[config.mk]
export PLATFORM = sky130hd
export DESIGN_NAME = jkms_ff
export DESIGN_NICKNAME = d
export VERILOG_FILES = /design/src/common/jkms_pkg.sv /design/src/hw/jkms_ff.sv /design/src/hw/jkms_edge.sv
export VERILOG_INCLUDE_DIRS = /design/src /design/src/common
export SDC_FILE = /design/constraint.sdc
export NUM_CORES = 1
export LEC_CHECK = 0
export BUFFER_PORTS_ARGS = -buffer_cell sky130_fd_sc_hd__buf_2
export CORE_AREA = 5 5 42 44
export DETAILED_ROUTE_END_ITERATION = 7
export DIE_AREA = 0 0 47 49
export PLACE_DENSITY = 0.71
export SKIP_LAST_GASP = 1
export SYNTH_ARGS = -nofsm -noshare
export SYNTH_HDL_FRONTEND = slang
export SYNTH_HIERARCHICAL = 1
export SYNTH_SLANG_ARGS = --single-unit
[constraint.sdc]
create_clock -name i_mclk -period 1.7 [get_ports i_mclk]
set_input_delay 0.255 -clock i_mclk [delete_from_list [all_inputs] [get_ports i_mclk]]
set_output_delay 0.255 -clock i_mclk [all_outputs]
set_load 0.03 [all_outputs]
[src/common/jkms_consts.svh]
/*
 Constants for the synchronous JK master-slave flip-flop.
 Assumes inclusion by bare name from any design file.
*/
`ifndef JKMS_CONSTS_SVH
`define JKMS_CONSTS_SVH
`define JKMS_RST_TRUE   1'b0
`define JKMS_RST_MASTER 1'b0
// Sampler reset: trigger, J and K idle low, both set inputs idle high
`define JKMS_RST_SAMPLE 5'h03
`define JKMS_SYNC_DEPTH 2
`endif

[src/common/jkms_pkg.sv]
/*
 Types for the synchronous JK master-slave flip-flop.
 Assumes no surroundings beyond the compile order.
*/
`default_nettype none
package jkms_pkg;
   // Action chosen for the output stage in a cycle
   typedef enum logic [2:0] {
      JKMS_HOLD,
      JKMS_SET,
      JKMS_CLEAR,
      JKMS_TOGGLE,
      JKMS_LOAD
   } jkms_act_t;
endpackage : jkms_pkg
`default_nettype wire

[src/hw/jkms_ff.sv]
/*
 Synchronous JK master-slave flip-flop with true and complement
 outputs, trigger, J/K triggering and two active-low set inputs.
 Assumes all inputs synchronous to i_mclk; set inputs idle high.
*/
// Behaviour
// Trigger rising captures J and K into the master.
// Trigger falling moves the master result onto both outputs.
// JK: both toggle, J sets, K clears, neither holds.
// Trigger high: J falling sets, K falling clears the outputs.
// Trigger high: J and K falling together invert the outputs.
// Preset low sets, clear low clears, both high hold.
// Active set inputs override trigger, J and K at once.
// Both set inputs low: earlier one wins; simultaneous undefined.
// Driver keeps set inputs high while triggering.
// Only sampled levels matter, never edge rates.
// Set inputs active low, idle high.
// Inputs sampled each clock; transitions by sample comparison.
`timescale 1ns/10ps
`default_nettype none
`include "jkms_consts.svh"
module jkms_ff (
   input  wire logic i_mclk,
   input  wire logic i_rst,
   input  wire logic i_trigger,
   input  wire logic i_j,
   input  wire logic i_k,
   input  wire logic i_preset_low_input_n,
   input  wire logic i_clear_low_input_n,
   output var  logic o_true_output,
   output var  logic o_complement_output
);
   import jkms_pkg::*;

   logic [4:0] cur;
   logic [4:0] fall;
   logic [4:0] rise;
   logic       trg;
   logic       jv;
   logic       kv;
   logic       pre_act;
   logic       clr_act;
   logic       true_reg;
   logic       true_next;
   logic       comp_reg;
   logic       comp_next;
   logic       mst_reg;
   logic       mst_next;
   logic       first_reg;
   logic       first_next;
   jkms_act_t  act;

   // One sampler for all five inputs, levels only
   jkms_edge #(
      .WIDTH   (5),
      .RST_VAL (`JKMS_RST_SAMPLE)
   ) u_edge (
      .i_mclk    (i_mclk),
      .i_rst     (i_rst),
      .i_raw     ({i_trigger, i_j, i_k,
                   i_preset_low_input_n, i_clear_low_input_n}),
      .o_cur     (cur),
      .o_fall    (fall),
      .o_rise    (rise)
   );

   assign trg     = cur[4];
   assign jv      = cur[3];
   assign kv      = cur[2];
   assign pre_act = ~cur[1];
   assign clr_act = ~cur[0];

   // JK result for the master bit from J, K and current output
   function automatic logic jk_eval(input logic j, input logic k,
                                    input logic q);
      jk_eval = (j & ~q) | (~k & q);
   endfunction : jk_eval

   // Pick the action; set inputs first, since they override
   always_comb begin
      act        = JKMS_HOLD;
      first_next = first_reg;
      if (pre_act && clr_act) begin
         // The input low alone last cycle is the earlier one; a tie
         // keeps the old winner, a true tie being undefined anyway
         act = first_reg ? JKMS_SET : JKMS_CLEAR;
      end else if (pre_act) begin
         act        = JKMS_SET;
         first_next = 1'b1;
      end else if (clr_act) begin
         act        = JKMS_CLEAR;
         first_next = 1'b0;
      end else if (fall[4]) begin
         act = JKMS_LOAD;
      end else if (trg && fall[3] && fall[2]) begin
         act = JKMS_TOGGLE;
      end else if (trg && fall[3]) begin
         act = JKMS_SET;
      end else if (trg && fall[2]) begin
         act = JKMS_CLEAR;
      end
   end

   // Master captures on trigger rise; slave follows the action
   always_comb begin
      mst_next = mst_reg;
      if (rise[4]) mst_next = jk_eval(jv, kv, true_reg);
      true_next = true_reg;
      case (act)
         JKMS_SET:    true_next = 1'b1;
         JKMS_CLEAR:  true_next = 1'b0;
         JKMS_TOGGLE: true_next = ~true_reg;
         JKMS_LOAD:   true_next = mst_reg;
         default:     true_next = true_reg;
      endcase
      comp_next = ~true_next;
   end

   always_ff @(posedge i_mclk or posedge i_rst) begin
      if (i_rst) begin
         true_reg  <= `JKMS_RST_TRUE;
         comp_reg  <= ~`JKMS_RST_TRUE;
         mst_reg   <= `JKMS_RST_MASTER;
         first_reg <= 1'b0;
      end else begin
         true_reg  <= true_next;
         comp_reg  <= comp_next;
         mst_reg   <= mst_next;
         first_reg <= first_next;
      end
   end

   // Outputs straight from flip-flops
   assign o_true_output       = true_reg;
   assign o_complement_output = comp_reg;
endmodule : jkms_ff
`default_nettype wire

[src/hw/jkms_edge.sv]
/*
 Input sampler: registers each input once and keeps the previous
 sample, so the top can see level transitions.
 Assumes inputs synchronous to i_mclk.
*/
`timescale 1ns/10ps
`default_nettype none
module jkms_edge #(
   parameter int               WIDTH   = 5,
   parameter logic [WIDTH-1:0] RST_VAL = '1
) (
   input  wire logic             i_mclk,
   input  wire logic             i_rst,
   input  wire logic [WIDTH-1:0] i_raw,
   output var  logic [WIDTH-1:0] o_cur,
   output var  logic [WIDTH-1:0] o_fall,
   output var  logic [WIDTH-1:0] o_rise
);
   logic [WIDTH-1:0] cur_reg;
   logic [WIDTH-1:0] cur_next;
   logic [WIDTH-1:0] prv_reg;
   logic [WIDTH-1:0] prv_next;

   // Elaboration check: an empty sampler has nothing to compare
   if (WIDTH < 1) begin : g_bad_width
      $error("jkms_edge: WIDTH must be at least 1");
   end

   // Sample now and one cycle back
   always_comb begin
      cur_next = i_raw;
      prv_next = cur_reg;
   end

   // Reset to each pin's idle level, else a false edge follows reset
   always_ff @(posedge i_mclk or posedge i_rst) begin
      if (i_rst) begin
         cur_reg <= RST_VAL;
         prv_reg <= RST_VAL;
      end else begin
         cur_reg <= cur_next;
         prv_reg <= prv_next;
      end
   end

   // Transitions by sample comparison
   assign o_cur  = cur_reg;
   assign o_fall = prv_reg & ~cur_reg;
   assign o_rise = ~prv_reg & cur_reg;
endmodule : jkms_edge
`default_nettype wire

Word level (Yosys, flattened, before mapping):

Cells that the tools add are included.

* bits in registers: 14
* input port bits: 7
* output and inout port bits: 2
* word-level logic and storage cells: 40

* equality and inequality tests: 5
* muxes and demuxes: 11
* bitwise operators: 13
* reductions and logical operators: 5

Operator list (count)
* two-way mux 3 bit: 4
* AND 5 bit: 2
* NOT 5 bit: 2
* two-way mux 2 bit: 4
* equality test 3 x 2 -> 1 bit (second input constant): 2
* NOT 1 bit: 6
* logical AND 1 bit: 4
* one-hot mux 1 bit (4 select lines): 1
* equality test 3 x 1 -> 1 bit (second input constant): 1
* equality test 3 bit (second input constant): 1
* AND 1 bit: 2
* two-way mux 1 bit: 2
* != test 2 bit (second input constant): 1
* AND reduction 2 bit: 1
* OR 1 bit: 1

Depth between registers and ports, before layout:

* depth in word-level cells: 13
* depth in mapped cells: 4

Cells and area by module:

The synthesis kept the hierarchy.

Modules (own cells, without submodules)
* jkms_edge: times used 1, cells each 21, area an instance 346.6 µm², seq. area each 255.2 µm²
* jkms_ff: times used 1, cells each 21, area an instance 214.0 µm², seq. area each 101.3 µm²

Worst setup path after synthesis:

Ideal clock, no wire load.

* kind: reg2reg
* from: register u_edge.cur_reg[0] (netlist: u_edge/o_cur[0])
* to: register comp_reg (netlist: o_complement_output)
* arrival: 1.451 ns
* data required time: 1.623 ns
* path slack: 0.171 ns
* cell stages (with the launch flop): 5
* buffers on the path: 0
* cells stage by stage: dfstp_2 -> inv_1 -> ha_1 -> or4_4 -> o21a_1

* word-level cells in the longest chain between the ends: 6
* elaborated cells between the ends (all ways): 11

RTL lines
* start: declaration: line jkms_edge.sv:19 `logic [WIDTH-1:0] cur_reg;`
* start signal: assignment: line jkms_edge.sv:41 `cur_reg <= cur_next;`
* two-way mux 3 bit / NOT 1 bit (equally long branches): line jkms_ff.sv:90, jkms_ff.sv:71
* two-way mux 3 bit / logical AND 1 bit (equally long branches): line jkms_ff.sv:87, jkms_ff.sv:83
* two-way mux 3 bit *: line jkms_ff.sv:83 `if (pre_act && clr_act) begin`
* equality test 3 bit, or another cell as far along: line jkms_ff.sv:109 `case (act)`
* one-hot mux 1 bit (4 select lines) *: line jkms_ff.sv:109
* NOT 1 bit *: line jkms_ff.sv:116 `comp_next = ~true_next;`
* via comp_next: line jkms_ff.sv:46 `logic comp_next;`
* end signal: assignment: line jkms_ff.sv:122 `` comp_reg <= ~`JKMS_RST_TRUE; ``
* end signal: assignment: line jkms_ff.sv:127 `comp_reg <= comp_next;`
* end: declaration: line jkms_ff.sv:45 `logic comp_reg;`

Mark *: on every way through the listed nets, which the timed path passes. The rest lies on a longest branch.
A chain may end at the register's enable or synchronous reset.

Final worst setup path:

* from: register u_edge.cur_reg[4] (netlist: u_edge/o_cur[4])
* to: register comp_reg (netlist: o_complement_output)

* elaborated cells between the ends (all ways): 18

RTL lines
* NOT 5 bit *: line jkms_edge.sv:48 `assign o_fall = prv_reg & ~cur_reg;`
* AND 5 bit *: line jkms_edge.sv:48
* via fall[4]: line jkms_ff.sv:36 `logic [4:0] fall;`
* two-way mux 3 bit *: line jkms_ff.sv:93 `end else if (fall[4]) begin`
* two-way mux 3 bit *: line jkms_ff.sv:90 `end else if (clr_act) begin`
* two-way mux 3 bit *: line jkms_ff.sv:87 `end else if (pre_act) begin`
* two-way mux 3 bit *: line jkms_ff.sv:83
* equality test 3 bit, or another cell as far along: line jkms_ff.sv:109
* one-hot mux 1 bit (4 select lines) *: line jkms_ff.sv:109
* NOT 1 bit *: line jkms_ff.sv:116
* via comp_next: line jkms_ff.sv:46

Marks and branches as above.

==> impl_metrics.toml <==
[die]
initial_core_util_pct = 32.5
core_mm2 = 0.00140
rows = 14
boundaryPins = 9
die_y_um = 49
die_width_um = 47
die-area_mm2 = 0.00230

[clock_tree]
cts_tree = "yes"
cts_root_buffer = "clkbuf_4"
h-tree-depth = 1
cts_setup_buffers = 0
cts_buffer_depth = 2
clkLatencyLatePin_ns = 0.26
path_clk_slew_ns = 0.07
clock-sinks = 12
cts_made_buffers = 3

[timing]
maxSlewHeadroom_pct = 81.8
hold_ws_ns = 0.0875
fin_crit_ns = 1.57
tns_ns = 0
hold_viol_final = 0
drv_slew = 0
fmax_ghz = 0.637
setup_viol_count_final = 0
period_share_pct = 92.3
rsz0062_at_grt = "no"
fin_skew_ns = 0.00561
worstMarginPinSlew_ns = 0.271

[power]
powerDensity_mw_per_mm2 = 1030
p_leak_nw = 0.272
swShare_pct = 23.9
vdd_ir_drop_max_mv = 0.480
clockPowerShare_pct = 31.1
combPwrFrac_pct = 11.9
pwr-share-seq_pct = 57.0
internal_power_mw = 0.434
p_switching_mw = 0.136

[routing]
ant_nets = 0
initialDrtViolationCount = 4
drt-total-wl_um = 656
route.detailed.drc = 0
vias = 282
avgViaCountPerCell = 4.48
wl_per_cell_um = 10.4
drtPass1Iterations = 2

[grt]
grt_start_max_net_pins = 9
antenna_found_initial = 0
gr-total-overflow = 0
grt.total_usage_pct = 7.36
grt_pass1_vias = 293
grt_pass1_wl_um = 1200

[cells_and_area]
nFillCells = 146
area_growth_syn_to_layout_pct = 21.2
largest_reg_flops = 5
post_route_cells_drive_above_1_share_pct = 40.4
layout.cells.non_filler = 63
antenna_cells = 0
fin_nets = 56

[worst_hold_path]
hold_path_class = "input pin to register"
min-delay-start = "i_preset_low_input_n"
worstHoldPathCells = 1

[placed_design]
port_buffers = 8
placed_cells = 58
gp_congestion = 0.672
dp_hpwl_um = 516

[synthesis]
netlist_area_um2 = 455
ys_warn_count = 6
syn_inst = 34
synth.net_count = 42
synth_area_per_cell_um2 = 13.4

[setup_path]
startpoint = "u_edge/o_cur[4]$_DFF_PP0_"
reg2regPathDepth = 4
path_class = "register to register"
rrSetupSlack_ns = 0.13
arrival_ns = 1.76
worst_ep_required_time_ns = 1.89
rr_startpoint = "u_edge/o_cur[4]$_DFF_PP0_"
startpoint_type = "register"
worstPathMaxFanout = 5
end_kind = "register"

[run_status]
status = "complete, no violations"

[run]
maxCapViolCount = 0
path summary, 6_finish.rpt:
kind / endpoint
max in group asynchronous: u_edge/o_cur[0]$_DFF_PP1_
setup / recovery: o_complement_output$_DFF_PP1_
setup reg to reg: o_complement_output$_DFF_PP1_
hold / removal: u_edge/o_cur[1]$_DFF_PP1_
min in group asynchronous: asynchronous set/reset pin
hold reg to reg: u_edge/prv_reg[2]$_DFF_PP0_
worst max-delay path: stages, from the launching register on:
cell	delay [ns]
dfrtp_1	0.42
and2b_2	0.23
and4b_1	0.19
or4_4	0.48
o21a_1	0.18
power by group through the flow:
stage               registers, mW  clock network [mW]  logic (mW)
floorplan                   0.340                   0      0.0363
global placement            0.329                   0      0.0655
detailed placement          0.331                   0      0.0675
CTS                         0.325               0.190      0.0696
global route                0.328               0.207      0.0766
finish                      0.325               0.177      0.0680
per-stage QoR:
step | power (mW) | utilization [%] | instance area (um2) | worst slack (ns)
after global placement | 0.394 | 36.8 | 515 | 0.161
after floorplan | 0.376 | - | 455 | 0.205
after CTS | 0.585 | 39.4 | 552 | 0.126
after global routing | 0.611 | 39.4 | 552 | 0.0650
final | 0.570 | 39.4 | 552 | 0.130
after detailed placement | 0.398 | 36.8 | 515 | 0.143
final cells by class:
cell class	count	area (um2)	area share, %
flip-flops and latches	12	304	55.1
multi-input cells	17	133	24.0
repair buffers	9	50.0	9.07
clock buffers	4	26.3	4.76
well taps	16	20.0	3.63
inverters	5	18.8	3.40
timing repair:
| item | in CTS | in global routing |
|---|---|---|
| gates resized for setup | 0 | 0 |
| hold buffers | 1 | 0 |
| hold endpoints to repair | 9 | 0 |
metal layers:
| layer | share of wire [%] | up-vias | global-route usage [%] |
|---|---|---|---|
| li1 | - | 137 | - |
| met1 | 42 | 136 | 8.97 |
| met2 | 49 | 9 | 11.1 |
| met3 | 9.6 | 0 | 3.32 |
| met4 | 0 | 0 | 2.76 |
| met5 | 0 | - | 0 |
cell usage in the layout, fill, tap and decap left out:
cell type / count
a211oi_1: 1
a21oi_1: 2
and2b_2: 4
and4b_1: 1
buf_2: 8
clkbuf_1: 1
clkbuf_4: 3
dfrtp_1: 9
dfstp_2: 3
dlygate4sd3_1: 1
ha_1: 1
inv_1: 5
mux2i_1: 2
nor2_1: 2
nor2b_1: 1
o21a_1: 1
o21ai_1: 1
or4_4: 1
Power figures use the tool's default switching activity.
